## src/charge_pkg.sv

```systemverilog
// shared constants for the charge cycle controller
package charge_pkg;
   // code widths: currents in mA codes, voltages in mV codes
   localparam int CUR_W = 13;
   localparam int VOLT_W = 13;
   localparam int TMR_W = 2;
   // values after reset (currents in mA)
   localparam logic [12:0] FAST_CUR_RESET = 13'h0800;  // 2048 mA
   localparam logic [12:0] PRE_CUR_RESET = 13'h0080;   // 128 mA
   localparam logic [12:0] TERM_CUR_RESET = 13'h0100;  // 256 mA
   localparam logic [1:0] TIMER_SEL_RESET = 2'h2;      // 12 hour
   // battery thresholds and warm drop (mV)
   localparam logic [12:0] SHORT_LIMIT_MV = 13'h07D0;  // 2 V
   localparam logic [12:0] PRE_LIMIT_MV = 13'h0BB8;    // 3 V
   localparam logic [12:0] WARM_DROP_MV = 13'h00C8;    // 200 mV
   // phase, fault and boost hot field codes
   localparam logic [1:0] PHASE_OFF = 2'h0;
   localparam logic [1:0] PHASE_PRE = 2'h1;
   localparam logic [1:0] PHASE_FAST = 2'h2;
   localparam logic [1:0] PHASE_DONE = 2'h3;
   localparam logic [1:0] FAULT_TIMER = 2'h3;
   localparam logic [1:0] BOOST_HOT_OFF = 2'h3;
   // timing
   localparam int CLK_HZ = 20_000_000;
   localparam int CLK_NS = 50;
   localparam int EVENT_PULSE_NS = 256_000;             // 256 us
   localparam int EVENT_PULSE_CYC = EVENT_PULSE_NS / CLK_NS;
   localparam int MONITOR_PERIOD_MS = 1000;             // 1 second
   localparam int MONITOR_CYC = CLK_HZ / 1000 * MONITOR_PERIOD_MS;
   localparam int LOW_BAT_HOURS = 4;                    // 4 hours
   localparam int BLINK_HALF_CYC = CLK_HZ / 2;          // 1 Hz blink
   // thermistor band codes
   typedef enum logic [2:0] {
      BAND_COLD, BAND_COOL, BAND_NORMAL, BAND_WARM, BAND_HOT
   } band_t;
endpackage

```

## src/charge_ctrl.sv

```systemverilog
// charge cycle controller: phases, termination, timer, indicator
`timescale 1ns/1ns
`default_nettype none
// Function
// [RULE_01] defaults 2048/128/256 mA, 12 hour timer
// [RULE_02] start needs enable, current, no faults
// [RULE_03] terminate on low current, high voltage
// [RULE_04] recharge below selectable recharge threshold
// [RULE_05] toggling enable restarts after done
// [RULE_06] indicator low/high/blink, disable bit
// [RULE_07] phase field 00/01/10/11
// [RULE_08] current picked from battery voltage
// [RULE_09] regulation suspends termination, halves timer
// [RULE_10] termination opens battery switch only
// [RULE_11] termination sets 11 and event pulse
// [RULE_12] termination enable bit zero inhibits
// [RULE_13] voltage target adds min compensation, clamp
// [RULE_14] thermistor window gates start and suspends
// [RULE_15] warm drops 200 mV, cool limits current
// [RULE_16] cool termination at 20 or 50 percent
// [RULE_17] boost suspends outside boost window
// [RULE_18] four hours low battery, else duration
// [RULE_19] expiry sets fault 11, enable bit
// [RULE_20] half rate disable bit
// [RULE_21] one-shot go bit self clears
// [RULE_22] continuous mode results every second
// [RULE_23] fault pulse once until read, cleared
// [RULE_24] half rate skips alternate ticks
// [RULE_25] result updates depend on mode
module charge_ctrl
   import charge_pkg::*;
#(
   parameter int PULSE_CYC = EVENT_PULSE_CYC,   // event pulse length
   parameter int MON_CYC = MONITOR_CYC,         // monitor pass length
   parameter int BLINK_CYC = BLINK_HALF_CYC,    // blink half period
   parameter int TICKS_PER_HOUR = 3600          // timebase ticks/hour
) (
   input wire logic I_CLK_SYS,                  // 20 MHz clock
   input wire logic I_RESET,                    // sync reset, high
   input wire logic I_TICK,                     // slow timebase tick
   input wire logic I_REG_RESET,                // register reset
   input wire logic I_CONV_RUN,                 // converter running
   input wire logic I_CHARGE_ENABLE_BIT,        // charge enable bit
   input wire logic I_CHARGE_EN_N,              // enable pin, async
   input wire logic I_FAST_CUR_WE,              // write fast current
   input wire logic [12:0] I_FAST_CUR_WDATA,    // fast current mA
   input wire logic [12:0] I_PRE_CUR,           // precharge current
   input wire logic [12:0] I_SHORT_CUR,         // short batt current
   input wire logic [12:0] I_TERM_CUR,          // termination current
   input wire logic [12:0] I_REG_VOLT,          // regulation voltage
   input wire logic [12:0] I_CLAMP_VOLT,        // compensation clamp
   input wire logic [7:0] I_COMP_RES,           // compensation mOhm
   input wire logic [12:0] I_BAT_MV,            // battery voltage
   input wire logic [12:0] I_BAT_MA,            // measured current
   input wire logic [12:0] I_RECHG_HI_MV,       // recharge level 0
   input wire logic [12:0] I_RECHG_LO_MV,       // recharge level 1
   input wire logic I_RECHARGE_SELECT,          // recharge select
   input wire logic [12:0] I_LOW_BAT_MV,        // low battery level
   input wire logic I_BATTERY_SWITCH_OFF,       // force switch off
   input wire logic I_TERM_ENABLE,              // termination enable
   input wire logic I_INPUT_LIMITING,           // power limiting
   input wire logic I_THERMAL_REG,              // thermal regulation
   input wire logic [2:0] I_TEMP_BAND,          // band_t from sense
   input wire logic I_WARM_VOLT_SELECT,         // warm voltage select
   input wire logic I_COOL_CUR_SELECT,          // 1: 50%, 0: 20%
   input wire logic I_COOL_TERM_REDUCE,         // 1: 50%, 0: 20%
   input wire logic I_BOOST_MODE,               // boost requested
   input wire logic I_BOOST_TEMP_OK,            // inside boost window
   input wire logic [1:0] I_BOOST_HOT_FIELD,    // boost hot field
   input wire logic I_TIMER_ENABLE,             // safety timer enable
   input wire logic I_HALF_RATE_ENABLE,         // half rate enable
   input wire logic I_TIMER_SEL_WE,             // write duration
   input wire logic [1:0] I_TIMER_SEL_WDATA,    // duration 5/8/12/20h
   input wire logic I_FAULT_READ,               // host read faults
   input wire logic I_INDICATOR_DISABLE,        // indicator disable
   input wire logic I_MON_GO_SET,               // monitor go write
   input wire logic I_MON_CONTINUOUS,           // monitor continuous
   output logic [12:0] O_FAST_CUR,              // fast current setting
   output logic [1:0] O_TIMER_SEL,              // timer duration field
   output logic [12:0] O_CUR_TARGET,            // current target mA
   output logic [12:0] O_VOLT_TARGET,           // voltage target mV
   output logic [1:0] O_PHASE,                  // charge phase field
   output logic [1:0] O_FAULT,                  // charge fault field
   output logic O_BATTERY_SWITCH_ON,            // battery switch
   output logic O_BOOST_RUN,                    // boost allowed
   output logic O_STAT_OUT,                     // indicator output
   output logic O_STAT_OE,                      // indicator drive low
   output logic O_EVENT,                        // host event pulse
   output logic O_MON_GO,                       // monitor go bit
   output logic O_UPD_COMMON,                   // batt/sys/ts update
   output logic O_UPD_INPUT,                    // input volt update
   output logic O_UPD_CURRENT                   // current update
);
   typedef enum logic [1:0] {ST_IDLE, ST_CHARGE, ST_DONE} state_t;
   localparam int HOUR_W = 20;
   localparam int BW = $clog2(BLINK_CYC + 1);
   initial begin
      if (TICKS_PER_HOUR < 1 || TICKS_PER_HOUR * 20 >= 2 ** HOUR_W)
         $error("timebase ticks per hour out of range");
   end
   // ==========================================================
   // synchronise the enable pin
   logic en_meta, en_sync_n, en_prev_n;   // pin synchroniser
   always_ff @(posedge I_CLK_SYS) begin
      en_meta <= I_CHARGE_EN_N;
      en_sync_n <= en_meta;
   end
   // ==========================================================
   // held settings, reset by either reset
   logic cfg_reset;
   assign cfg_reset = I_RESET || I_REG_RESET;
   always_ff @(posedge I_CLK_SYS) begin
      if (cfg_reset) begin
         O_FAST_CUR <= FAST_CUR_RESET;           // [RULE_01]
         O_TIMER_SEL <= TIMER_SEL_RESET;         // [RULE_01]
      end else begin
         if (I_FAST_CUR_WE) O_FAST_CUR <= I_FAST_CUR_WDATA;
         if (I_TIMER_SEL_WE) O_TIMER_SEL <= I_TIMER_SEL_WDATA;
      end
   end
   // ==========================================================
   // decode of conditions
   state_t state, next_state;
   logic timer_fault;                  // safety timer expired
   logic enabled, start_ok, temp_ok, regulating, low_bat;
   logic cool, warm, term_hit, rechg_hit, retoggle;
   logic [12:0] rechg_mv, term_lvl, fast_lim, base_cur, comp_mv;
   logic [20:0] comp_prod;
   logic enable_prev;
   assign enabled = I_CHARGE_ENABLE_BIT && !en_sync_n;
   assign temp_ok = band_t'(I_TEMP_BAND) != BAND_COLD &&
      band_t'(I_TEMP_BAND) != BAND_HOT;                 // [RULE_14]
   assign cool = band_t'(I_TEMP_BAND) == BAND_COOL;
   assign warm = band_t'(I_TEMP_BAND) == BAND_WARM;
   assign start_ok = I_CONV_RUN && enabled && O_FAST_CUR != '0 &&
      temp_ok && !timer_fault && !I_BATTERY_SWITCH_OFF; // [RULE_02]
   assign regulating = I_INPUT_LIMITING || I_THERMAL_REG;
   assign low_bat = I_BAT_MV < I_LOW_BAT_MV;
   assign rechg_mv = I_RECHARGE_SELECT ? I_RECHG_LO_MV : I_RECHG_HI_MV;
   // cool band percentage, shared by current limit and termination
   function automatic logic [12:0] pct(input logic [12:0] v,
                                       input logic half);
      logic [15:0] t;
      t = half ? {3'h0, v} / 16'h0002 : {3'h0, v} / 16'h0005;
      return t[12:0];
   endfunction
   assign term_lvl = cool ? pct(I_TERM_CUR, I_COOL_TERM_REDUCE)
      : I_TERM_CUR;                                     // [RULE_16]
   assign fast_lim = cool ? pct(O_FAST_CUR, I_COOL_CUR_SELECT)
      : O_FAST_CUR;                                     // [RULE_15]
   assign term_hit = state == ST_CHARGE && I_TERM_ENABLE &&
      !regulating && I_BAT_MA < term_lvl &&
      I_BAT_MV > rechg_mv;                              // [RULE_03] [RULE_09] [RULE_12]
   assign rechg_hit = I_BAT_MV < rechg_mv;              // [RULE_04]
   assign retoggle = enabled && !enable_prev;           // [RULE_05]
   // charge current chosen by battery voltage
   assign base_cur = I_BAT_MV < SHORT_LIMIT_MV ? I_SHORT_CUR
      : I_BAT_MV < PRE_LIMIT_MV ? I_PRE_CUR : fast_lim; // [RULE_08]
   // compensation lift is the smaller of I*R and the clamp
   assign comp_prod = 21'(({8'h00, I_BAT_MA} * {13'h0000, I_COMP_RES})
      / 21'd1000);
   assign comp_mv = comp_prod < {8'h00, I_CLAMP_VOLT} ? comp_prod[12:0]
      : I_CLAMP_VOLT;                                   // [RULE_13]
   // ==========================================================
   // cycle state machine
   always_comb begin
      next_state = state;
      unique case (state)
         ST_IDLE: begin
            if (start_ok) next_state = ST_CHARGE;       // [RULE_02]
         end
         ST_CHARGE: begin
            if (!enabled || timer_fault || I_BATTERY_SWITCH_OFF)
               next_state = ST_IDLE;
            else if (term_hit) next_state = ST_DONE;    // [RULE_03]
         end
         ST_DONE: begin
            if (!enabled) next_state = ST_IDLE;         // [RULE_05]
            else if (rechg_hit && start_ok)
               next_state = ST_CHARGE;                  // [RULE_04]
         end
      endcase
   end
   always_ff @(posedge I_CLK_SYS) begin
      if (I_RESET) begin
         state <= ST_IDLE;
         enable_prev <= 1'b0;
         en_prev_n <= 1'b1;
      end else begin
         state <= next_state;
         enable_prev <= enabled;
         en_prev_n <= en_sync_n;
      end
   end
   // ==========================================================
   // safety timer: one tick count compared against hours times ticks per hour
   logic [HOUR_W-1:0] ticks;           // timebase ticks counted
   logic half_skip;                    // alternate tick toggle
   logic adv;                          // timer advances this tick
   logic [HOUR_W-1:0] limit_ticks;
   logic [4:0] limit_hours;
   assign limit_hours = low_bat ? 5'(LOW_BAT_HOURS)     // [RULE_18]
      : O_TIMER_SEL == 2'h0 ? 5'h05 : O_TIMER_SEL == 2'h1 ? 5'h08
      : O_TIMER_SEL == 2'h2 ? 5'h0C : 5'h14;
   assign limit_ticks = HOUR_W'(limit_hours * TICKS_PER_HOUR);
   assign adv = I_TICK && state == ST_CHARGE && I_TIMER_ENABLE &&
      temp_ok && !(regulating && I_HALF_RATE_ENABLE &&
      half_skip);                                 // [RULE_09] [RULE_20] [RULE_24]
   always_ff @(posedge I_CLK_SYS) begin
      if (I_RESET || state != ST_CHARGE || !I_TIMER_ENABLE) begin
         ticks <= '0;                                   // [RULE_19]
         half_skip <= 1'b0;
      end else begin
         if (I_TICK && regulating) half_skip <= !half_skip; // [RULE_24]
         if (adv) ticks <= ticks + 1'b1;
      end
   end
   // fault held until enable drops or is retoggled; a host read with no fault rearms the pulse
   logic fault_armed, fault_fire, expire;
   assign expire = state == ST_CHARGE && I_TIMER_ENABLE &&
      ticks >= limit_ticks;
   assign fault_fire = expire && fault_armed;           // [RULE_23]
   always_ff @(posedge I_CLK_SYS) begin
      if (I_RESET) begin
         timer_fault <= 1'b0;
         fault_armed <= 1'b1;
      end else begin
         if (expire) timer_fault <= 1'b1;               // set wins
         else if (!enabled || retoggle) timer_fault <= 1'b0;
         if (fault_fire) fault_armed <= 1'b0;
         else if (I_FAULT_READ && !timer_fault) fault_armed <= 1'b1;
      end
   end
   // ==========================================================
   // event pulse: termination or first fault
   pulse_stretch #(.LEN(PULSE_CYC)) u_event (
      .i_clk(I_CLK_SYS),
      .i_reset(I_RESET),
      .i_fire(term_hit || fault_fire),            // [RULE_11] [RULE_19] [RULE_23]
      .o_pulse(O_EVENT)
   );
   // ==========================================================
   // monitor sequencer
   monitor_seq #(.PERIOD(MON_CYC)) u_mon (
      .i_clk(I_CLK_SYS),
      .i_reset(I_RESET),
      .i_go_set(I_MON_GO_SET),
      .i_continuous(I_MON_CONTINUOUS),
      .i_charge_mode(state == ST_CHARGE),
      .i_battery_only(!I_CONV_RUN),
      .o_go(O_MON_GO),
      .o_upd_common(O_UPD_COMMON),
      .o_upd_input(O_UPD_INPUT),
      .o_upd_current(O_UPD_CURRENT)
   );
   // ==========================================================
   // blink timer for the indicator fault and suspend states
   logic [BW-1:0] blink_cnt;
   logic blink;
   logic suspended;                    // charge or boost suspend
   assign suspended = timer_fault || (enabled && !temp_ok) ||
      (I_BOOST_MODE && !O_BOOST_RUN);
   always_ff @(posedge I_CLK_SYS) begin
      if (I_RESET) begin
         blink_cnt <= '0;
         blink <= 1'b0;
      end else if (blink_cnt == BW'(BLINK_CYC - 1)) begin
         blink_cnt <= '0;
         blink <= !blink;
      end else begin
         blink_cnt <= blink_cnt + 1'b1;
      end
   end
   // ==========================================================
   // registered outputs
   logic charging;
   assign charging = state == ST_CHARGE && temp_ok;     // [RULE_14]
   always_ff @(posedge I_CLK_SYS) begin
      if (I_RESET) begin
         O_PHASE <= PHASE_OFF;
         O_FAULT <= 2'h0;
         O_CUR_TARGET <= '0;
         O_VOLT_TARGET <= '0;
         O_BATTERY_SWITCH_ON <= 1'b0;
         O_BOOST_RUN <= 1'b0;
         O_STAT_OUT <= 1'b0;
         O_STAT_OE <= 1'b0;
      end else begin
         O_PHASE <= state == ST_DONE ? PHASE_DONE       // [RULE_11]
            : state == ST_IDLE ? PHASE_OFF
            : I_BAT_MV < PRE_LIMIT_MV ? PHASE_PRE : PHASE_FAST; // [RULE_07]
         O_FAULT <= timer_fault ? FAULT_TIMER : 2'h0;   // [RULE_19]
         O_CUR_TARGET <= charging ? base_cur : '0;
         O_VOLT_TARGET <= 13'(I_REG_VOLT + comp_mv -
            ((warm && !I_WARM_VOLT_SELECT) ? WARM_DROP_MV : 13'h0000));
         // switch open after termination; supplement closes it
         O_BATTERY_SWITCH_ON <= !I_BATTERY_SWITCH_OFF &&
            (charging || (state != ST_CHARGE && !I_CONV_RUN)); // [RULE_10]
         O_BOOST_RUN <= I_BOOST_MODE && (I_BOOST_TEMP_OK ||
            I_BOOST_HOT_FIELD == BOOST_HOT_OFF);        // [RULE_17]
         O_STAT_OUT <= 1'b0;
         O_STAT_OE <= !I_INDICATOR_DISABLE &&
            (suspended ? blink : charging);             // [RULE_06]
      end
   end
endmodule
`default_nettype wire

```

## src/monitor_seq.sv

```systemverilog
// monitoring converter sequencer: one-shot and continuous passes
`timescale 1ns/1ns
`default_nettype none
module monitor_seq #(
   parameter int PERIOD = 20_000_000
) (
   input wire logic i_clk,          // system clock
   input wire logic i_reset,        // synchronous reset
   input wire logic i_go_set,       // host sets the go bit
   input wire logic i_continuous,   // continuous mode select
   input wire logic i_charge_mode,  // charging active
   input wire logic i_battery_only, // no input source
   output logic o_go,               // go bit readback
   output logic o_upd_common,       // battery/system/thermistor update
   output logic o_upd_input,        // input voltage update
   output logic o_upd_current       // charge current update
);
   localparam int CW = $clog2(PERIOD + 1);
   logic [CW-1:0] timer;            // cycles into current pass
   logic done;                      // pass completes this cycle
   initial begin
      if (PERIOD < 2) $error("monitor period too short");
   end
   assign done = o_go && (timer == CW'(PERIOD - 1));
   // ==========================================================
   // pass timer; continuous mode keeps go set between passes
   always_ff @(posedge i_clk) begin
      if (i_reset) begin
         o_go <= 1'b0;
         timer <= '0;
      end else if (!o_go) begin
         o_go <= i_go_set || i_continuous;   // [RULE_21] [RULE_22]
         timer <= '0;
      end else if (done) begin
         o_go <= i_continuous;               // self clears [RULE_21]
         timer <= '0;
      end else begin
         timer <= timer + 1'b1;
      end
   end
   // ==========================================================
   // result update strobes; input and current strobes gated by operating mode
   always_ff @(posedge i_clk) begin
      if (i_reset) begin
         o_upd_common <= 1'b0;
         o_upd_input <= 1'b0;
         o_upd_current <= 1'b0;
      end else begin
         o_upd_common <= done;                    // [RULE_25]
         o_upd_input <= done && !i_battery_only;  // [RULE_25]
         o_upd_current <= done && i_charge_mode;  // [RULE_25]
      end
   end
endmodule
`default_nettype wire

```

## src/pulse_stretch.sv

```systemverilog
// fixed-length pulse generator for the host event line
`timescale 1ns/1ns
`default_nettype none
module pulse_stretch #(
   parameter int LEN = 5120
) (
   input wire logic i_clk,      // system clock
   input wire logic i_reset,    // synchronous reset
   input wire logic i_fire,     // one-cycle trigger
   output logic o_pulse         // stretched pulse
);
   localparam int CW = $clog2(LEN + 1);
   logic [CW-1:0] count;        // cycles left in pulse
   initial begin
      if (LEN < 1) $error("pulse length must be positive");
   end
   // ==========================================================
   // counter: a trigger during a pulse restarts it
   always_ff @(posedge i_clk) begin
      if (i_reset) begin
         count <= '0;
         o_pulse <= 1'b0;
      end else if (i_fire) begin
         count <= CW'(LEN - 1);
         o_pulse <= 1'b1;
      end else if (count != '0) begin
         count <= count - 1'b1;
      end else begin
         o_pulse <= 1'b0;
      end
   end
endmodule
`default_nettype wire
```

## config.mk

```make
export PLATFORM = sky130hd
export DESIGN_NAME = charge_ctrl
export DESIGN_NICKNAME = d
export VERILOG_FILES = /design/src/charge_pkg.sv /design/src/charge_ctrl.sv /design/src/monitor_seq.sv /design/src/pulse_stretch.sv
export SDC_FILE = /design/constraint.sdc
export NUM_CORES = 1
export LEC_CHECK = 0
export BUFFER_PORTS_ARGS = -buffer_cell sky130_fd_sc_hd__buf_2
export CELL_PAD_IN_SITES_DETAIL_PLACEMENT = 1
export CELL_PAD_IN_SITES_GLOBAL_PLACEMENT = 1
export CORE_ASPECT_RATIO = 0.6
export CORE_MARGIN = 1
export CORE_UTILIZATION = 44
export DETAILED_ROUTE_END_ITERATION = 10
export GPL_ROUTABILITY_DRIVEN = 0
export PLACE_DENSITY_LB_ADDON = 0.1
export SETUP_SLACK_MARGIN = 0.3
export SLEW_MARGIN = 20
export SYNTH_ARGS = -nofsm -noshare
export SYNTH_HDL_FRONTEND = slang
export SYNTH_SLANG_ARGS = --single-unit
```

## constraint.sdc

```tcl
create_clock -name I_CLK_SYS -period 23.1 [get_ports I_CLK_SYS]
set_input_delay 4.62 -clock I_CLK_SYS [delete_from_list [all_inputs] [get_ports I_CLK_SYS]]
set_output_delay 4.62 -clock I_CLK_SYS [all_outputs]
set_load 0.02 [all_outputs]
```

==> results of run 1 <==
==> synth_stat cells (22+ instances only) <==
master,n,area share (%)
a211oi_1,23,0.96
a21o_1,30,1.3
a21oi_1,154,4.3
and2_1,90,3.1
and3_1,23,0.80
clkbuf_1,73,1.5
dfxtp_1,143,16
fa_1,71,7.9
ha_1,148,10
inv_1,200,4.2
mux2i_1,58,3.2
nand2_1,191,4.0
nand2b_1,30,1.0
nand3_1,72,2.0
nand4_1,29,1.0
nor2_1,246,5.2
nor2b_1,25,0.87
nor3_1,56,1.6
nor4_1,22,0.77
o211ai_1,26,1.1
o21a_1,22,0.92
o21ai_0,95,2.7
xnor2_1,78,3.8
xor2_1,65,3.2
==> area by class of cell <==
| type | count | area, um2 |
|---|---|---|
| multi-input cells | 1893 | 13800 |
| clock inverters | 13 | 129 |
| diodes | 2 | 5.00 |
| flip-flops and latches | 143 | 2860 |
| well taps | 522 | 653 |
| fillers | 5005 | 19600 |
| repair buffers | 242 | 1230 |
| inverters | 204 | 773 |
| clock buffers | 19 | 453 |
==> logic make-up (layout without fill, tap and decap cells) <==
group / after synthesis / after routing / synth area share (%)
and+or+nand+nor: 879 / 879 / 24.5
AOI/OAI and AO/OA: 564 / 564 / 22.1
buffers and inverters: 312 / 478 / 6.94
adders and majority gates: 231 / 231 / 18.9
xor gates and xnor gates: 148 / 148 / 7.50
DFF: 143 / 143 / 16.0
muxes: 70 / 70 / 4.03
other: 1 / 3 / 0.0209
==> through the flow <==
| stage | utilization (%) | setup WS (ns) | hold slack [ns] | instances |
|---|---|---|---|---|
| final | 50.4 | 2.44 | 0.336 | 3038 |
| after global routing | 50.4 | 1.33 | 0.348 | 3038 |
| after CTS | 50.4 | 2.33 | 0.339 | 3036 |
| after detailed placement | 48.9 | 1.93 | 0.319 | 3004 |
| after global placement | 48.9 | 2.57 | 0.314 | 3004 |
| after floorplan | - | 4.82 | 0.310 | 2348 |
==> sequential cells by signal, summed over array words and instances (netlist names), 2 cells and up <==
signal / cells
O_TIMER_SEL: 2
O_PHASE: 2
blink_cnt: 24
O_FAST_CUR: 13
O_CUR_TARGET: 13
u_mon.timer: 25
u_event.count: 13
ticks: 20
O_VOLT_TARGET: 13
state: 2
==> layer usage <==
metal	wire length, um	track usage, %
met2	25500	44.1
met4	762	5.29
met3	3200	5.07
met5	11	0
met1	30000	41.6
==> worst max-delay path by stage <==
stage	to	slack, ns	cells after the start
6_report	O_VOLT_TARGET[12]	2.44	60
5_1_grt	O_VOLT_TARGET[12]	1.33	61
4_1_cts	O_VOLT_TARGET[12]	2.33	60
3_5_place_dp	O_VOLT_TARGET[12]	1.93	60
3_3_place_gp	O_VOLT_TARGET[12]	2.57	59
2_1_floorplan	O_VOLT_TARGET[12]	4.82	68
==> summary.md, run 1 <==
| Metric | Value |
|---|---|
| Result of the run | `completed` |
| GRT Overall Usage | `28.6%` |
| Delay-heaviest family, CP | `compound AO/OA/AOI/OAI gates` |
| DR vias | `17900` |
| CTS root buf | `clkbuf_16` |
| Most used cell, CP | `a21o_1` |
| Grt ovf | `0` |
| Drt total wl | `59500 um` |
| Mapped Cells | `2348` |
| Reg2Reg Setup Slack | `15.37 ns` |
| IO Port Bufs | `235` |
| Vias per cell | `5.90` |
| Final setup vio count | `0` |
| DR DRC count | `0` |
| DR iter-0 viols | `1373` |
| Most frequent cells in the layout | `246 x nor2_1, 235 x buf_2, 200 x inv_1, 191 x nand2_1, 154 x a21oi_1` |
| Max_cap viols | `0` |
| # nets final | `2903` |
| Critical path's largest stage delay | `0.81 ns` |
| Die height | `158 um` |
| Die width | `263 um` |
| Post-route ant nets | `0` |
| Synth-to-layout area growth | `11.3%` |
| Critical hold path startpoint | `en_meta` |
| Synth Warn # | `0` |
| Critical R2R Capture | `O_CUR_TARGET[0]` |
| Max Fanout on Critical Path | `16` |
| RSZ-0062 raised after global routing | `false` |
| Fin crit share | `89.4%` |
| Vias in the first global route | `18000` |
| Area of the mapped netlist | `17900 um2` |
| Num ports | `237` |
| Fmax | `48.4 MHz` |
| Avg WL per Cell | `19.6 um` |
| Fin. max-slew vios | `0` |
| Initial antenna violation count | `5` |
| Worst path arrival time | `20.98 ns` |
| HP Class | `reg2reg` |
| First drt pass iteration count | `5` |
| Latest clock arrival within the worst-skew pair | `0.44 ns` |
| Worst Hold Depth | `0` |
| Crit path capture type | `flip-flop` |
| # resized after CTS | `0` |
| First-pass GRT wire length | `97100 um` |
| CTS Buffer Depth | `2` |
| Total Die Area | `41600 um2` |
| Initial core utilization | `45.3%` |
| Setup tns final | `0 ns` |
| Worst-margin pin slew | `1.09 ns` |
| CTS tree | `yes` |
| Seq cells post-synth | `143` |
| Ratio of cells with drive above 1 in the final layout | `14.5%` |
| # Post-CTS Setup Buffers | `0` |
| R2R depth | `31` |
| Synth Net Count | `2750` |
| Post-synthesis area per instance | `7.64 um2` |
| H-tree depth | `4` |
| CP Launch Type | `input pin` |
| Site Rows | `56` |
| CTS sink count | `143` |
| Relative slew slack | `26.6%` |
| Final Hold Viols | `0` |
| Required time of the critical path | `23.41 ns` |
| Post-synth EDFFs | `0` |
| Hold path endpoint | `en_sync_n` |
| Most common cell after layout, fill and taps aside | `nor2_1` |
| Yosys cell types | `118` |
| Prevailing post-synth register cell | `dfxtp_1` |
| Dpl hpwl | `48000 um` |
| Slowest-stage cell, CP | `nor2_1` |
| Hold_buf cts | `0` |
| Min cycle time layout | `20.66 ns` |
| TritonCTS Buffers | `17` |
| CORE AREA | `39600 um2` |
| Worst-path clk slew | `0.06 ns` |
| Design Area, Final | `19900 um2` |
| WS Path Type | `in2reg` |
| Largest net degree at the start of global routing | `47` |
| R2r startpoint | `O_FAST_CUR[11]` |
| Register area share after synthesis | `16.0%` |
| Share of async-settable or async-resettable flops after synthesis | `0%` |
| Final Skew | `0.00914 ns` |
| Crit path buf inv count | `4` |
| Crit path launch | `I_COMP_RES[7]` |
| Placed inst area | `19400 um2` |
Power of run 1 is not shown: default switching activity piles up to over one toggle a cycle in this logic, so the estimate is an artifact.
==> run 2: changes to the inputs <==
--- a/config.mk
+++ b/config.mk
@@ -10,11 +10,13 @@
 export CELL_PAD_IN_SITES_GLOBAL_PLACEMENT = 1
 export CORE_ASPECT_RATIO = 0.6
 export CORE_MARGIN = 1
-export CORE_UTILIZATION = 44
+export CORE_UTILIZATION = 48
 export DETAILED_ROUTE_END_ITERATION = 10
 export GPL_ROUTABILITY_DRIVEN = 0
 export PLACE_DENSITY_LB_ADDON = 0.1
+export RECOVER_POWER = 25
 export SETUP_SLACK_MARGIN = 0.3
+export SKIP_LAST_GASP = 1
 export SLEW_MARGIN = 20
 export SYNTH_ARGS = -nofsm -noshare
 export SYNTH_HDL_FRONTEND = slang
==> constraint.sdc (replaced) <==
create_clock -name I_CLK_SYS -period 25.8 [get_ports I_CLK_SYS]
set_input_delay 5.16 -clock I_CLK_SYS [delete_from_list [all_inputs] [get_ports I_CLK_SYS]]
set_output_delay 5.16 -clock I_CLK_SYS [all_outputs]
set_load 0.02 [all_outputs]
==> run 2 against run 1 <==
Net effect:
- the run now ends with max-capacitance violations, max-slew violations left
- setup slack better by 1.8 ns
- core utilization increased by 4.1 points
- routed wire length rose by 3.0%
- non-clock buffer count unchanged
- cell area fell by 0.18%
- count of clock-buffer cells in the layout shrank 1
- global-route usage grew 3.1 points
- sequential cell count is the same
- hold slack better by 0.017 ns
- die area shrank 8.3%
==> summary.md, run 2 (synthesized netlist as in run 1, its figures left out) <==
| Metric | Value |
|---|---|
| Grt ovf | `0 (unchanged)` |
| Hold_buf cts | `0 (unchanged)` |
| Worst-path clk slew | `0.07 ns (was 0.06 ns)` |
| Avg WL per Cell | `20.3 um (was 19.6 um)` |
| # nets final | `2903 (unchanged)` |
| Final Skew | `0.0129 ns (was 0.00914 ns)` |
| Result of the run | `complete, but fails checks (was completed)` |
| RSZ-0062 raised after global routing | `false (unchanged)` |
| Site Rows | `54 (was 56)` |
| CTS root buf | `clkbuf_16 (unchanged)` |
| First-pass GRT wire length | `97400 um (was 97100 um)` |
| Fmax | `46.4 MHz` |
| WS Path Type | `in2reg (unchanged)` |
| Reg2Reg Setup Slack | `17.72 ns (was 15.37 ns)` |
| Global routing's busiest layer | `met2 (unchanged)` |
| Top flop regs | `u_mon.timer: 25 flops, blink_cnt: 24 flops, ticks: 20 flops (unchanged)` |
| Largest net degree at the start of global routing | `47 (unchanged)` |
| CTS Buffer Depth | `2 (unchanged)` |
| Min cycle time layout | `21.53 ns` |
| HP Class | `reg2reg (unchanged)` |
| Final WS setup | `4.27 ns (was 2.44 ns)` |
| Setup tns final | `0 ns (unchanged)` |
| CTS sink count | `143 (unchanged)` |
| Max FFs per register | `25 (unchanged)` |
| Latest clock arrival within the worst-skew pair | `0.44 ns (about the same)` |
| Filler cells | `4642 (was 5005)` |
| Critical path's largest stage delay | `0.87 ns (was 0.81 ns)` |
| IO Port Bufs | `235 (unchanged)` |
| Area of the multi-input gates | `13900 um2 (was 13800 um2)` |
| Initial core utilization | `49.1% (was 45.3%)` |
| Post-route ant nets | `0 (unchanged)` |
| Vias in the first global route | `18100 (was 18000)` |
| Relative slew slack | `-59.6% (was 26.6%)` |
| Sequential standard cell area | `2860 um2 (unchanged)` |
| Ratio of cells with drive above 1 in the final layout | `13.6% (was 14.5%)` |
| DR DRC count | `0 (unchanged)` |
| First drt pass iteration count | `5 (unchanged)` |
| DR vias | `18200 (was 17900)` |
| CORE AREA | `36600 um2 (was 39600 um2)` |
| WHS | `0.353 ns (was 0.336 ns)` |
| CTS tree | `yes (unchanged)` |
| Fin crit share | `83.5%` |
| Synth-to-layout area growth | `11.1% (was 11.3%)` |
| Max Fanout on Critical Path | `16 (unchanged)` |
| CP Launch Type | `input pin (unchanged)` |
| Slowest-stage cell, CP | `nor2_1 (unchanged)` |
| Die width | `252 um (was 263 um)` |
| Worst-margin pin slew | `2.39 ns (was 1.09 ns)` |
| Fin. max-slew vios | `47 (was 0)` |
| Required time of the critical path | `26.03 ns (was 23.41 ns)` |
| Die height | `152 um (was 158 um)` |
| Vias per cell | `6.04 (was 5.90)` |
| Initial antenna violation count | `3 (was 5)` |
| Most frequent cells in the layout | `246 x nor2_1, 217 x buf_2, 200 x inv_1, 191 x nand2_1, 154 x a21oi_1 (was 246 x nor2_1, 235 x buf_2, 200 x inv_1, 191 x nand2_1, 154 x a21oi_1)` |
| TritonCTS Buffers | `17 (unchanged)` |
| Failing checks | `max-capacitance violations, max-slew violations` |
| Final setup vio count | `0 (unchanged)` |
| Worst path arrival time | `21.77 ns (was 20.98 ns)` |
| Final Hold Viols | `0 (unchanged)` |
| GRT Overall Usage | `31.7% (was 28.6%)` |
| Met1 usage | `45.6% (was 41.6%)` |
| # resized after CTS | `0 (unchanged)` |
| Setup WS pre-CTS | `4.11 ns (was 1.93 ns)` |
| Total Die Area | `38200 um2 (was 41600 um2)` |
| Dpl hpwl | `49700 um (was 48000 um)` |
| DR iter-0 viols | `1330 (was 1373)` |
| Met2 global-route usage | `50.2% (was 44.1%)` |
| Most common cell after layout, fill and taps aside | `nor2_1 (unchanged)` |
| Num ports | `237 (unchanged)` |
| Drt total wl | `61300 um (was 59500 um)` |
| Biggest register | `u_mon.timer (unchanged)` |
| Crit path capture type | `flip-flop (unchanged)` |
| # Post-CTS Setup Buffers | `0 (unchanged)` |
| Max_cap viols | `1 (was 0)` |
| H-tree depth | `4 (unchanged)` |
| Global routing usage on met3 | `4.92% (was 5.07%)` |
==> run 2: metal layers <==
layer	routed length [um]	share of wire [%]
met2	27100	44
met5	0	0
met1	29300	48
met4	784	1.3
met3	4090	6.7
==> run 2: area by class of cell <==
type,instances,share of cell area [%]
Sequential cell,143,14.4
Antenna cell,3,0.0377
Clock inverter,14,0.729
Inverter,204,3.88
Multi-Input combinational cell,1893,69.6
Timing Repair Buffer,242,6.04
Tap cell,504,3.17
Clock buffer,18,2.21
==> run 2: through the flow <==
stage | utilization (%) | instance area (um2) | cells
finish | 54.5 | 19900 | 3021
global route | 54.5 | 19900 | 3018
CTS | 54.5 | 19900 | 3018
detailed placement | 52.9 | 19300 | 2986
global placement | 52.9 | 19300 | 2986
floorplan | - | 17900 | 2348
==> run 2: critical path, delay by kind of cell <==
| kind | cells | cell delay (ns) |
|---|---|---|
| XOR/XNOR | 1 | 0.18 |
| AND/OR/NAND/NOR | 15 | 3.71 |
| buffers and inverters | 6 | 0.52 |
| multiplexers | 2 | 0.67 |
| AO/OA/AOI/OAI | 27 | 7.48 |
| adder cells (fa/ha/maj) | 9 | 4.00 |
==> run 2: path summary, 6_finish.rpt <==
| path | from | end | cells after the start |
|---|---|---|---|
| setup / recovery | I_COMP_RES[7] | O_VOLT_TARGET[11] | 60 |
| hold / removal | en_meta | en_sync_n | 0 |
| setup reg to reg | O_FAST_CUR[11] | O_CUR_TARGET[0] | 31 |
| hold reg to reg | en_meta | en_sync_n | 0 |
Power of run 2 is left out for the same reason.
